--- src/common/rtc_slave_regs.vh ---
`ifndef RTC_SLAVE_REGS_VH
`define RTC_SLAVE_REGS_VH
// ----------------------------------------------------------------------
// Bus address and register map
// ----------------------------------------------------------------------
`define SLAVE_ADDR 7'h68
`define REG_COUNT 4'h8
`define REG_IDX_SECONDS 3'h0
`define REG_IDX_MINUTES 3'h1
`define REG_IDX_HOURS 3'h2
`define REG_IDX_DAY 3'h3
`define REG_IDX_DATE 3'h4
`define REG_IDX_MONTH 3'h5
`define REG_IDX_YEARS 3'h6
`define REG_IDX_CONTROL 3'h7
`define REG_IDX_LAST 3'h7
`define REG_RESET_VAL 8'h00
`define BITS_PER_BYTE 4'h8
`define RD_BIT_POS 0
`define FIFO_DEPTH_DEF 32
`endif

--- src/verilog/byte_fifo.v ---
`timescale 1ns/1ps
module byte_fifo #(
  parameter WIDTH = 11,
  parameter DEPTH = 32,
  parameter AW = 5
) (
  input wire sys_clk,
  input wire rst_n,
  input wire in_valid,
  output wire in_ready,
  input wire [WIDTH-1:0] in_data,
  output wire out_valid,
  input wire out_ready,
  output wire [WIDTH-1:0] out_data
);
  reg [WIDTH-1:0] mem_q [0:DEPTH-1];
  reg [AW-1:0] wr_q;
  reg [AW-1:0] rd_q;
  reg [AW:0] cnt_q;
  wire push;
  wire pop;

  assign in_ready = (cnt_q != DEPTH[AW:0]);
  assign out_valid = (cnt_q != {(AW+1){1'b0}});
  assign out_data = mem_q[rd_q];
  assign push = in_valid & in_ready;
  assign pop = out_valid & out_ready;

  // Storage has no reset; only the pointers and the count need one.
  always @(posedge sys_clk) begin
    if (push) begin
      mem_q[wr_q] <= in_data;
    end
  end

  always @(posedge sys_clk) begin
    if (!rst_n) begin
      wr_q <= {AW{1'b0}};
      rd_q <= {AW{1'b0}};
      cnt_q <= {(AW+1){1'b0}};
    end else begin
      if (push) begin
        wr_q <= (wr_q == DEPTH[AW-1:0] - 1'b1) ? {AW{1'b0}} : wr_q + 1'b1;
      end
      if (pop) begin
        rd_q <= (rd_q == DEPTH[AW-1:0] - 1'b1) ? {AW{1'b0}} : rd_q + 1'b1;
      end
      if (push & ~pop) begin
        cnt_q <= cnt_q + 1'b1;
      end else if (pop & ~push) begin
        cnt_q <= cnt_q - 1'b1;
      end
    end
  end
endmodule // byte_fifo

--- src/verilog/rtc_two_wire_slave_port.v ---
`timescale 1ns/1ps
`include "rtc_slave_regs.vh"
module rtc_two_wire_slave_port #(
  parameter FIFO_DEPTH = `FIFO_DEPTH_DEF,
  parameter FIFO_AW = 5
) (
  input wire sys_clk,
  input wire rst_n,
  input wire scl_in,
  input wire sda_in,
  output reg sda_oe_n,
  input wire [7:0] load_data,
  input wire [2:0] load_idx,
  input wire load_valid,
  output reg [7:0] wr_data,
  output reg [2:0] wr_idx,
  output reg wr_valid,
  input wire wr_ready,
  output reg busy
);
  // ----------------------------------------------------------------------
  // Pin synchronisers
  // ----------------------------------------------------------------------
  reg scl_s1_q;
  reg scl_s2_q;
  reg scl_s3_q;
  reg sda_s1_q;
  reg sda_s2_q;
  reg sda_s3_q;
  reg scl_q;
  reg sda_q;

  // A pin change is believed only once the second and third stages agree.
  // The stages reset to the idle bus level, so no false edge follows reset.
  always @(posedge sys_clk) begin
    if (!rst_n) begin
      scl_s1_q <= 1'b1;
      scl_s2_q <= 1'b1;
      scl_s3_q <= 1'b1;
      sda_s1_q <= 1'b1;
      sda_s2_q <= 1'b1;
      sda_s3_q <= 1'b1;
      scl_q <= 1'b1;
      sda_q <= 1'b1;
    end else begin
      scl_s1_q <= scl_in;
      scl_s2_q <= scl_s1_q;
      scl_s3_q <= scl_s2_q;
      sda_s1_q <= sda_in;
      sda_s2_q <= sda_s1_q;
      sda_s3_q <= sda_s2_q;
      if (scl_s2_q == scl_s3_q) begin
        scl_q <= scl_s3_q;
      end
      if (sda_s2_q == sda_s3_q) begin
        sda_q <= sda_s3_q;
      end
    end
  end

  wire scl_now = (scl_s2_q == scl_s3_q) ? scl_s3_q : scl_q;
  wire sda_now = (sda_s2_q == sda_s3_q) ? sda_s3_q : sda_q;
  wire scl_rise = scl_now & ~scl_q;
  wire scl_fall = ~scl_now & scl_q;
  wire start_det = scl_q & scl_now & sda_q & ~sda_now;
  wire stop_det = scl_q & scl_now & ~sda_q & sda_now;

  // ----------------------------------------------------------------------
  // Register file
  // ----------------------------------------------------------------------
  reg [7:0] regs_q [0:7];
  reg [2:0] ptr_q;
  wire [2:0] ptr_next = (ptr_q == `REG_IDX_LAST) ? `REG_IDX_SECONDS : ptr_q + 3'h1;

  // ----------------------------------------------------------------------
  // Protocol state machine
  // ----------------------------------------------------------------------
  localparam [5:0] ST_IDLE = 6'h01;
  localparam [5:0] ST_ADDR = 6'h02;
  localparam [5:0] ST_WBYTE = 6'h04;
  localparam [5:0] ST_RBYTE = 6'h08;
  localparam [5:0] ST_ACK = 6'h10;
  localparam [5:0] ST_MACK = 6'h20;

  reg [5:0] state_q;
  reg [3:0] bit_q;
  reg [7:0] sh_q;
  reg rd_mode_q;
  reg first_wr_q;
  reg ack_next_rd_q;
  reg [2:0] push_idx_q;
  reg [7:0] push_byte_q;

  function [7:0] reg_at;
    input [2:0] idx;
    begin
      reg_at = regs_q[idx];
    end
  endfunction

  // The byte under the pointer, shifted out at the start of each read byte.
  wire [7:0] cur_byte = reg_at(ptr_q);

  // Written bytes leave through the FIFO; a full FIFO stops the device from
  // acknowledging, since the byte could not be kept.
  wire fifo_in_ready;
  wire fifo_out_valid;
  wire [10:0] fifo_out_data;
  reg fifo_push;
  wire fifo_take = fifo_out_valid & (~wr_valid | wr_ready);

  always @(posedge sys_clk) begin
    if (!rst_n) begin
      state_q <= ST_IDLE;
      bit_q <= 4'h0;
      sh_q <= 8'h00;
      rd_mode_q <= 1'b0;
      first_wr_q <= 1'b0;
      ack_next_rd_q <= 1'b0;
      ptr_q <= `REG_IDX_SECONDS;
      sda_oe_n <= 1'b1;
      busy <= 1'b0;
      fifo_push <= 1'b0;
      push_idx_q <= 3'h0;
      push_byte_q <= 8'h00;
    end else begin
      fifo_push <= 1'b0;
      if (stop_det) begin
        state_q <= ST_IDLE;
        sda_oe_n <= 1'b1;
        busy <= 1'b0;
      end else if (start_det) begin
        state_q <= ST_ADDR;
        bit_q <= 4'h0;
        sda_oe_n <= 1'b1;
        busy <= 1'b1;
      end else begin
        case (state_q)
          ST_ADDR, ST_WBYTE: begin
            if (scl_rise) begin
              sh_q <= {sh_q[6:0], sda_now};
              bit_q <= bit_q + 4'h1;
            end
            if (scl_fall && bit_q == `BITS_PER_BYTE) begin
              bit_q <= 4'h0;
              if (state_q == ST_ADDR) begin
                if (sh_q[7:1] == `SLAVE_ADDR) begin
                  rd_mode_q <= sh_q[`RD_BIT_POS];
                  first_wr_q <= ~sh_q[`RD_BIT_POS];
                  sda_oe_n <= 1'b0;
                  state_q <= ST_ACK;
                end else begin
                  state_q <= ST_IDLE;
                  busy <= 1'b0;
                end
              end else if (first_wr_q) begin
                ptr_q <= sh_q[2:0];
                first_wr_q <= 1'b0;
                sda_oe_n <= 1'b0;
                state_q <= ST_ACK;
              end else if (fifo_in_ready) begin
                fifo_push <= 1'b1;
                push_idx_q <= ptr_q;
                push_byte_q <= sh_q;
                ptr_q <= ptr_next;
                sda_oe_n <= 1'b0;
                state_q <= ST_ACK;
              end else begin
                state_q <= ST_ACK;
              end
            end
          end
          ST_ACK: begin
            // Held low until the ninth pulse has fallen.
            if (scl_fall) begin
              if (rd_mode_q) begin
                // The first bit goes out on the fall that ends the acknowledge
                // pulse, so it has settled long before the next rise.
                sda_oe_n <= cur_byte[7];
                sh_q <= {cur_byte[6:0], 1'b0};
                bit_q <= 4'h1;
                state_q <= ST_RBYTE;
              end else begin
                sda_oe_n <= 1'b1;
                state_q <= ST_WBYTE;
              end
            end
          end
          ST_RBYTE: begin
            if (scl_fall) begin
              if (bit_q == `BITS_PER_BYTE) begin
                sda_oe_n <= 1'b1;
                ptr_q <= ptr_next;
                state_q <= ST_MACK;
              end else begin
                sda_oe_n <= sh_q[7];
                sh_q <= {sh_q[6:0], 1'b0};
                bit_q <= bit_q + 4'h1;
              end
            end
          end
          ST_MACK: begin
            // The master's answer is taken on the rise; the next byte follows the fall.
            if (scl_rise) begin
              ack_next_rd_q <= ~sda_now;
            end
            if (scl_fall) begin
              if (ack_next_rd_q) begin
                sda_oe_n <= cur_byte[7];
                sh_q <= {cur_byte[6:0], 1'b0};
                bit_q <= 4'h1;
                state_q <= ST_RBYTE;
              end else begin
                sda_oe_n <= 1'b1;
                state_q <= ST_IDLE;
              end
            end
          end
          ST_IDLE: begin
            // Nothing is driven until a START names this device.
            sda_oe_n <= 1'b1;
          end
          default: begin
            state_q <= ST_IDLE;
            sda_oe_n <= 1'b1;
          end
        endcase
      end
    end
  end

  // ----------------------------------------------------------------------
  // Register storage: time keeper loads, bus writes taken as they enter the FIFO
  // ----------------------------------------------------------------------
  genvar gi;
  generate
    for (gi = 0; gi < 8; gi = gi + 1) begin : g_reg
      always @(posedge sys_clk) begin
        if (!rst_n) begin
          regs_q[gi] <= `REG_RESET_VAL;
        end else if (fifo_push && push_idx_q == gi) begin
          // A bus write wins over a time-keeper load in the same cycle.
          regs_q[gi] <= push_byte_q;
        end else if (load_valid && load_idx == gi) begin
          regs_q[gi] <= load_data;
        end
      end
    end
  endgenerate

  // ----------------------------------------------------------------------
  // Write FIFO and write port
  // ----------------------------------------------------------------------
  byte_fifo #(
    .WIDTH(11),
    .DEPTH(FIFO_DEPTH),
    .AW(FIFO_AW)
  ) u_fifo (
    .sys_clk(sys_clk),
    .rst_n(rst_n),
    .in_valid(fifo_push),
    .in_ready(fifo_in_ready),
    .in_data({push_idx_q, push_byte_q}),
    .out_valid(fifo_out_valid),
    .out_ready(fifo_take),
    .out_data(fifo_out_data)
  );

  // A word stands until the consumer takes it; the next one loads on that edge.
  always @(posedge sys_clk) begin
    if (!rst_n) begin
      wr_valid <= 1'b0;
      wr_data <= 8'h00;
      wr_idx <= 3'h0;
    end else if (fifo_take) begin
      wr_valid <= 1'b1;
      wr_data <= fifo_out_data[7:0];
      wr_idx <= fifo_out_data[10:8];
    end else if (wr_ready) begin
      wr_valid <= 1'b0;
    end
  end
endmodule // rtc_two_wire_slave_port

--- config.mk ---
export PLATFORM = sky130hd
export DESIGN_NAME = rtc_two_wire_slave_port
export DESIGN_NICKNAME = d
export VERILOG_FILES = /design/src/verilog/byte_fifo.v /design/src/verilog/rtc_two_wire_slave_port.v
export VERILOG_INCLUDE_DIRS = /design/src /design/src/common
export SDC_FILE = /design/constraint.sdc
export NUM_CORES = 1
export LEC_CHECK = 0
export BUFFER_PORTS_ARGS = -buffer_cell sky130_fd_sc_hd__buf_2
export CAP_MARGIN = 20
export CORE_MARGIN = 3
export CORE_UTILIZATION = 55
export DETAILED_ROUTE_END_ITERATION = 10
export GPL_ROUTABILITY_DRIVEN = 0
export HOLD_SLACK_MARGIN = 0.06
export PLACE_DENSITY_LB_ADDON = 0.12
export SYNTH_ARGS = -nofsm -noshare
export SYNTH_HDL_FRONTEND = slang
export SYNTH_SLANG_ARGS = --single-unit
--- constraint.sdc ---
create_clock -name sys_clk -period 3.6 [get_ports sys_clk]
set_clock_uncertainty 0.2 [all_clocks]
set_input_delay 0.18 -clock sys_clk [delete_from_list [all_inputs] [get_ports sys_clk]]
set_output_delay 0.18 -clock sys_clk [all_outputs]
set_load 0.02 [all_outputs]
==> results.txt, run 1 <==
final WL - 46100 µm
most frequent cells in the layout - edfxtp_1 (416), mux4_2 (104), nor2_1 (83), dfxtp_1 (74), buf_4 (72)
Final setup viols - 0
antenna violations before repair - 0
area grow syn2layout - 13.6%
number of global-route vias before repair - 11676
Startpoint Class - register
Tightest Hold Check Type - in -> reg
core box area - 36800 µm²
most common cell after layout, fill and taps aside - edfxtp_1
CP required - 3.86 ns
TritonCTS clock tree - built
Syn Inst Count - 1250
IO Count - 31
f_max - 304 MHz
Synth Register Bits - 493
fraction of layout cells with a size suffix above 1 - 23.2%
Initial DRT Pass Iterations - 5
post-synthesis sequential area ratio - 67.9%
PwrDens - 603 nW/µm²
Die H - 200 µm
ANT cells - 0
Slowest-stage cell, CP - or4_4
Starting Density - 56.2%
syn avg cell area - 16.5 µm²
maximum clock path buffer count - 3
H-tree level count - 2
top post-synthesis cells by area - edfxtp_1 (60%), mux4_2 (11%), dfxtp_1 (7.5%)
Yosys warning count - 0
footprint of the multi-input gates - 6220 µm²
DRC - 0
hold slack final - 0.0955 ns
TritonCTS Buffers - 49
Routed WL per cell - 24.9 µm
Final nets - 1377
vias per cell - 6.31
largest net degree at the start of global routing - 48
CTS clock-pin slew for the worst setup and hold paths - 0.06 ns
clock sinks - 493
Crit Path Max Fanout - 10
setup TNS - 0 ns
Post-synth ARST share - 0%
Mapped Area - 20700 µm²
status - finished clean
Post-synth EDFFs - 416
DIE AREA - 39900 µm²
fin. max-slew vios - 0
vias post-DR - 11666
CTS resizes - 0
FF/Latch Area - 14000 µm²
Synth cell types - 71
Peak VDD IR - 0.000408 V
input/output buffers - 30
min Tclk post-route - 3.28 ns
row cnt - 70
total congestion overflow - 0
CP most frequent cell - ha_1
Period Utilization, post-route - 91.2%
max_cap viols - 0
Die Span X - 200 µm
GR Util All Layers - 23.9%
Initial DRC Count - 910
Worst Path Arrival - 3.55 ns
Final Hold Fails - 0
crit path capture type - register
Pleak - 7.86 nW
syn_nets - 1284
CP Cell Sequence - or4_4, o31ai_4, inv_2, ha_1, inv_1, ha_1, a21o_1, a21oi_1, nand4b_1, nand4_1, mux2i_1
largest area contributor in the netlist - edfxtp_1
Post-DP HPWL - 28900 µm
Top FF cell, synth - edfxtp_1
ANT nets after route - 0
Fill cells - 2675
Worst slew margin - 26.8%
Root Driver - clkbuf_16
Clock Latency Late Sink - 0.57 ns
kind of critical path - reg -> reg
unrepaired setup endpoints after global routing - false
first-pass GRT wire length - 71200 µm
CP max stage delay - 0.59 ns
worst slew pin tran - 1.10 ns
area share of the largest cell type after synthesis - 60.5%
## registers in the layout, indices dropped and copies added (netlist names), 3 cells and up, named ones only
name / count
u_fifo.mem_q: 352
regs_q: 64
push_byte_q: 8
sh_q: 8
wr_data: 8
state_q: 6
u_fifo.cnt_q: 6
u_fifo.rd_q: 5
u_fifo.wr_q: 5
bit_q: 4
ptr_q: 3
push_idx_q: 3
wr_idx: 3
## power breakdown
group	switching [W]	internal, W	total [W]
clock	0.00209	0.00297	0.00506
combinational	0.00132	0.00124	0.00256
sequential	0.000266	0.00626	0.00652
total	0.00368	0.0105	0.0141
## routing by layer
| layer | wire (µm) | track usage (%) |
|---|---|---|
| met3 | 2800 | 3.46 |
| met4 | 895 | 5.94 |
| met1 | 19700 | 34.3 |
| met5 | 0 | 0 |
| met2 | 22700 | 39.4 |
## cell usage after synthesis (9+ instances only)
master,count
nand2b_1,12
dfxtp_1,77
buf_1,12
nand2_1,55
a22oi_1,22
nor3_1,20
o21ai_0,24
mux4_2,104
edfxtp_1,416
buf_2,20
inv_1,15
o211ai_1,9
nand3b_1,9
a21oi_1,58
a22o_1,64
clkbuf_1,42
nor2_1,83
nor3b_1,9
mux2i_1,66
ha_1,16
## cell type report
| class | count | share of cell area, % |
|---|---|---|
| repair buffers | 121 | 4.08 |
| flip-flops and latches | 493 | 59.8 |
| multi-input cells | 661 | 26.5 |
| clock inverters | 26 | 0.970 |
| inverters | 17 | 0.272 |
| well taps | 468 | 2.49 |
| clock buffers | 64 | 5.86 |
## critical path: cells and delay by family, from the launching register on
kind	cells	cell delay (ns)
and+or+nand+nor	3	0.86
AOI/OAI and AO/OA	3	0.82
adders and majority gates	2	0.54
DFF	1	0.34
buffers and inverters	2	0.29
muxes	1	0.13
## timing repair
action	CTS	global route
endpoints found under the setup margin	0	0
hold buffers	13	0
buffers inserted	0	0
endpoints found under the hold margin	107	0
## per-stage QoR
step | cells | total power, W | area [µm²] | utilization (%) | worst slack, ns
6_report | 1850 | 0.0141 | 23500 | 63.8 | 0.315
2_1_floorplan | 1250 | 0.00848 | 20700 | - | 0.610
3_5_place_dp | 1734 | 0.00922 | 21600 | 58.7 | 0.329
5_1_grt | 1850 | 0.0147 | 23500 | 63.8 | 0.135
4_1_cts | 1837 | 0.0143 | 23300 | 63.4 | 0.328
3_3_place_gp | 1732 | 0.00919 | 21600 | 58.6 | 0.371
## cell families (layout without fill, tap and decap cells)
kind of cell | Yosys count | in the layout | share of synthesized area (%)
muxes | 173 | 173 | 14.7
adders and majority gates | 17 | 17 | 1.07
xor gates and xnor gates | 5 | 5 | 0.212
and+or+nand+nor | 248 | 248 | 6.32
DFF | 493 | 493 | 67.9
AOI/OAI and AO/OA | 218 | 218 | 7.78
buffers and inverters | 96 | 228 | 2.01
## path summary, 6_finish.rpt
kind,start,to,slack (ns),cells after the start
hold / removal,load_idx[2],regs_q[0][0],0.1,4
hold reg to reg,scl_s1_q,scl_s2_q,0.21,1
setup reg to reg,u_fifo.cnt_q[0],u_fifo.cnt_q[5],0.32,11
setup / recovery,u_fifo.cnt_q[0],u_fifo.cnt_q[5],0.32,11
Note: power is estimated with default switching activity, not from simulation.
==> run 2: changes to the inputs <==
--- a/config.mk
+++ b/config.mk
@@ -6,7 +6,7 @@
 export SDC_FILE = /design/constraint.sdc
 export NUM_CORES = 1
 export LEC_CHECK = 0
-export BUFFER_PORTS_ARGS = -buffer_cell sky130_fd_sc_hd__buf_2
+export BUFFER_PORTS_ARGS = -buffer_cell sky130_fd_sc_hd__buf_4
 export CAP_MARGIN = 20
 export CORE_MARGIN = 3
 export CORE_UTILIZATION = 55
==> results.txt, run 2 (same netlist as run 1, synthesis figures left out) <==
Final Worst Setup Slack - 0.332 ns
hold_sp - load_idx[2]
ANT cells - 0
Post-DP HPWL - 29100 µm
Final setup viols - 0
row cnt - 70
Initial DRC Count - 1097
Crit Path Max Fanout - 10
hold slack final - 0.108 ns
crit path capture type - register
Logic pwr share - 18.5%
Final Hold Fails - 0
Worst Path Arrival - 3.53 ns
f_max - 306 MHz
final WL - 46000 µm
Initial DRT Pass Iterations - 5
min Tclk post-route - 3.27 ns
vias per cell - 6.24
DIE AREA - 39900 µm²
Post-CTS Setup Repair Bufs - 0
kind of critical path - reg -> reg
clock share of power - 35.5%
antenna violations before repair - 0
fraction of layout cells with a size suffix above 1 - 23.2%
Die Span X - 200 µm
clock sinks - 493
Die H - 200 µm
unrepaired setup endpoints after global routing - false
Internal - 0.0105 W
Final nets - 1375
worst slew pin tran - 1.08 ns
Starting Density - 56.2%
largest net degree at the start of global routing - 46
max_cap viols - 0
Routed WL per cell - 24.9 µm
top flop regs - u_fifo.mem_q x352, regs_q x64
DRC - 0
most frequent cells in the layout - edfxtp_1 (416), mux4_2 (104), buf_4 (95), nor2_1 (83), dfxtp_1 (74)
IO Count - 31
switching power - 0.00368 W
max reg flops - 352
status - finished clean
Worst slew margin - 27.7%
setup TNS - 0 ns
r2r setup slk - 0.33 ns
TritonCTS Buffers - 50
Reg2Reg Launch Point - u_fifo.cnt_q[0]
CTS clock-pin slew for the worst setup and hold paths - 0.06 ns
CTS resizes - 0
input/output buffers - 30
GR Util All Layers - 23.6%
Tightest Hold Check Type - in -> reg
Period Utilization, post-route - 90.8%
CP required - 3.86 ns
most common cell after layout, fill and taps aside - edfxtp_1
ANT nets after route - 0
Clock Latency Late Sink - 0.58 ns
Root Driver - clkbuf_16
Pleak - 7.86 nW
core box area - 36800 µm²
number of global-route vias before repair - 11617
Util after Layout - 63.9%
crit path from - u_fifo.cnt_q[0]
maximum clock path buffer count - 3
Seq pwr share - 46.0%
Biggest register - u_fifo.mem_q
area grow syn2layout - 13.8%
H-tree level count - 2
total congestion overflow - 0
PwrDens - 601 nW/µm²
pre-CTS WS - 0.348 ns
Startpoint Class - register
Sw Share - 26.0%
Peak VDD IR - 0.000468 V
fin. max-slew vios - 0
vias post-DR - 11545
first-pass GRT wire length - 70200 µm
TritonCTS clock tree - built
[run 2: cell count changes in the layout (fill, tap and decap cells not counted), moves of 3 or more]
cell | previous run | this run
buf_4 | 72 | 95
clkbuf_1 | 8 | 11
buf_2 | 30 | 0
clkinv_1 | 9 | 3
[run 2: final timing paths]
path / endpoint / cells after the start
worst min-delay path: regs_q[0][1] / 4
worst max-delay path: u_fifo.cnt_q[5] / 11
worst max register to register: u_fifo.cnt_q[5] / 11
worst min register to register: sda_s2_q / 1
[run 2: cell type report]
cell class | count | area (µm²)
multi-input combinational | 661 | 6220
tap | 468 | 586
clock buffer | 71 | 1440
fill | 2659 | 13300
inverter | 17 | 63.8
clock inverter | 21 | 164
sequential | 493 | 14000
timing repair buffer | 118 | 998
[run 2: stage by stage]
step	std cells	total power, W	area [µm²]
6_report	1849	0.0141	23500
2_1_floorplan	1250	0.00848	20700
4_1_cts	1840	0.0143	23400
3_5_place_dp	1733	0.00924	21700
5_1_grt	1849	0.0147	23500
3_3_place_gp	1731	0.00920	21600
[run 2: critical path, stage by stage, from the launching register on]
cell and delay [ns]:
dfxtp_1 0.34, or4_4 0.59, o31ai_4 0.38, inv_2 0.12
ha_1 0.28, inv_1 0.17, ha_1 0.26, a21o_1 0.18
a21oi_1 0.25, nand4b_1 0.15, nand4_1 0.11, mux2i_1 0.13
[run 2: what timing repair did]
| action | in CTS | in global routing |
|---|---|---|
| hold buffers | 15 | 0 |
| setup endpoints to repair | 0 | 0 |
| hold endpoints to repair | 120 | 0 |
[run 2: routing by layer]
layer | vias to the layer above | routed length, µm | track usage [%]
met3 | 85 | 2500 | 3.19
met1 | 5869 | 19700 | 33.6
li1 | 5214 | - | -
met2 | 377 | 22200 | 37.8
met4 | 0 | 1540 | 9.25
met5 | - | 0 | 0
[run 2: power by group through the flow]
stage                     clock network (W)  registers (W)  logic, W
after detailed placement                  0        0.00663   0.00261
after global placement                    0        0.00663   0.00258
after floorplan                           0        0.00650   0.00197
after global routing                0.00535        0.00654   0.00283
after CTS                           0.00512        0.00651   0.00264
final                               0.00502        0.00651   0.00261
==> run 3: changes to the inputs <==
--- a/config.mk
+++ b/config.mk
@@ -14,6 +14,7 @@
 export GPL_ROUTABILITY_DRIVEN = 0
 export HOLD_SLACK_MARGIN = 0.06
 export PLACE_DENSITY_LB_ADDON = 0.12
+export RECOVER_POWER = 25
 export SYNTH_ARGS = -nofsm -noshare
 export SYNTH_HDL_FRONTEND = slang
 export SYNTH_SLANG_ARGS = --single-unit
==> results.txt, run 3 (same netlist as run 1, synthesis figures left out) <==
GR Util All Layers - 23.6%
Starting Density - 56.2%
total congestion overflow - 0
Die H - 200 µm
min Tclk post-route - 3.26 ns
Clock Latency Late Sink - 0.58 ns
H-tree level count - 2
CP Cell Sequence - clkbuf_1, nand3_1, nor2_1, a22o_1
final WL - 46000 µm
vias per cell - 6.30
Biggest register - u_fifo.mem_q
hold_buf cts - 15
Initial DRT Pass Iterations - 7
Startpoint Class - register
Root Driver - clkbuf_16
unrepaired setup endpoints after global routing - false
Period Utilization, post-route - 90.6%
largest net degree at the start of global routing - 46
kind of critical path - reg -> reg
worst slew pin tran - 2.12 ns
clock sinks - 493
input/output buffers - 30
pre-CTS WS - 0.348 ns
Post-DP HPWL - 29100 µm
f_max - 307 MHz
Area after DPL - 21700 µm²
most common cell after layout, fill and taps aside - edfxtp_1
CTS resizes - 0
CTS clock-pin slew for the worst setup and hold paths - 0.06 ns
TritonCTS clock tree - built
DIE AREA - 39900 µm²
Final Worst Setup Slack - 0.339 ns
antenna violations before repair - 0
DRC - 0
TritonCTS Buffers - 50
Fill cells - 2684
Initial DRC Count - 1065
Routed WL per cell - 24.9 µm
maximum clock path buffer count - 3
hold slack final - 0.106 ns
Worst slew margin - -41.3%
max reg flops - 352
CP max stage delay - 1.23 ns
row cnt - 70
Internal - 0.0104 W
Pleak - 7.77 nW
Logic pwr share - 18.2%
top flop regs - u_fifo.mem_q x352, regs_q x64
Util after Layout - 63.6%
vias post-DR - 11644
Post-CTS Setup Repair Bufs - 0
Finished Cell Area - 23400 µm²
Sw Share - 26.1%
max_cap viols - 4
switching power - 0.00368 W
Tightest Hold Check Type - in -> reg
Slowest-stage cell, CP - clkbuf_1
Crit Path Max Fanout - 34
Final setup viols - 0
Final nets - 1375
fin. max-slew vios - 153
ANT nets after route - 0
clock share of power - 35.7%
core box area - 36800 µm²
failing checks - max-capacitance violations, max-slew violations
Die Span X - 200 µm
most frequent cells in the layout - edfxtp_1 (416), mux4_2 (104), nor2_1 (83), buf_4 (75), dfxtp_1 (74)
Final Hold Fails - 0
Worst Path Arrival - 3.49 ns
Seq pwr share - 46.1%
IO Count - 31
number of global-route vias before repair - 11617
area grow syn2layout - 13.2%
status - finished, violations left
Peak VDD IR - 0.000469 V
setup TNS - 0 ns
ANT cells - 0
crit path capture type - register
PwrDens - 602 nW/µm²
first-pass GRT wire length - 70200 µm
CP required - 3.83 ns
fraction of layout cells with a size suffix above 1 - 21.6%
## run 3: cell count changes in the layout (fill, tap and decap cells not counted), sizes merged
cell    previous run  this run
buf              103        81
clkbuf            71        93
## run 3: metrics by stage
step / power (W) / cells
3_3_place_gp: 0.00920 / 1731
6_report: 0.0141 / 1849
2_1_floorplan: 0.00848 / 1250
5_1_grt: 0.0147 / 1849
3_5_place_dp: 0.00924 / 1733
4_1_cts: 0.0143 / 1840
## run 3: path summary, 6_finish.rpt
kind / from / endpoint / slack (ns) / cells after the start
max reg2reg: push_idx_q[2] / regs_q[6][1] / 0.34 / 4
min: load_idx[1] / regs_q[0][1] / 0.11 / 4
min reg2reg: sda_s1_q / sda_s2_q / 0.21 / 1
max: push_idx_q[2] / regs_q[6][1] / 0.34 / 4
## run 3: routing by layer
metal  GRT usage [%]  up-vias  wire (µm)
met2            37.8      447      22200
met3            3.19       96       2860
li1                -     5218          -
met1            33.6     5883      19400
met4            9.25        0       1590
met5               0        -          0
## run 3: cell type report
class | instances | area (µm²) | area share, %
Clock inverter | 21 | 164 | 0.701
Multi-Input combinational cell | 661 | 6220 | 26.6
Clock buffer | 71 | 1440 | 6.13
Inverter | 17 | 63.8 | 0.273
Timing Repair Buffer | 118 | 888 | 3.80
Sequential cell | 493 | 14000 | 60.0
Tap cell | 468 | 586 | 2.50
## run 3: power by group through the flow
stage	combinational, W	clock (W)	sequential (W)
final	0.00256	0.00503	0.00650
after global routing	0.00278	0.00535	0.00654
after CTS	0.00264	0.00512	0.00651
after detailed placement	0.00261	0	0.00663
after global placement	0.00258	0	0.00663
after floorplan	0.00197	0	0.00650
## run 3: critical path, delay by kind of cell, from the launching register on
kind / cells / cell delay [ns]
buffers and inverters: 1 / 1.23
AND/OR/NAND/NOR: 2 / 1.04
flip-flops: 1 / 0.38
AO/OA/AOI/OAI: 1 / 0.26
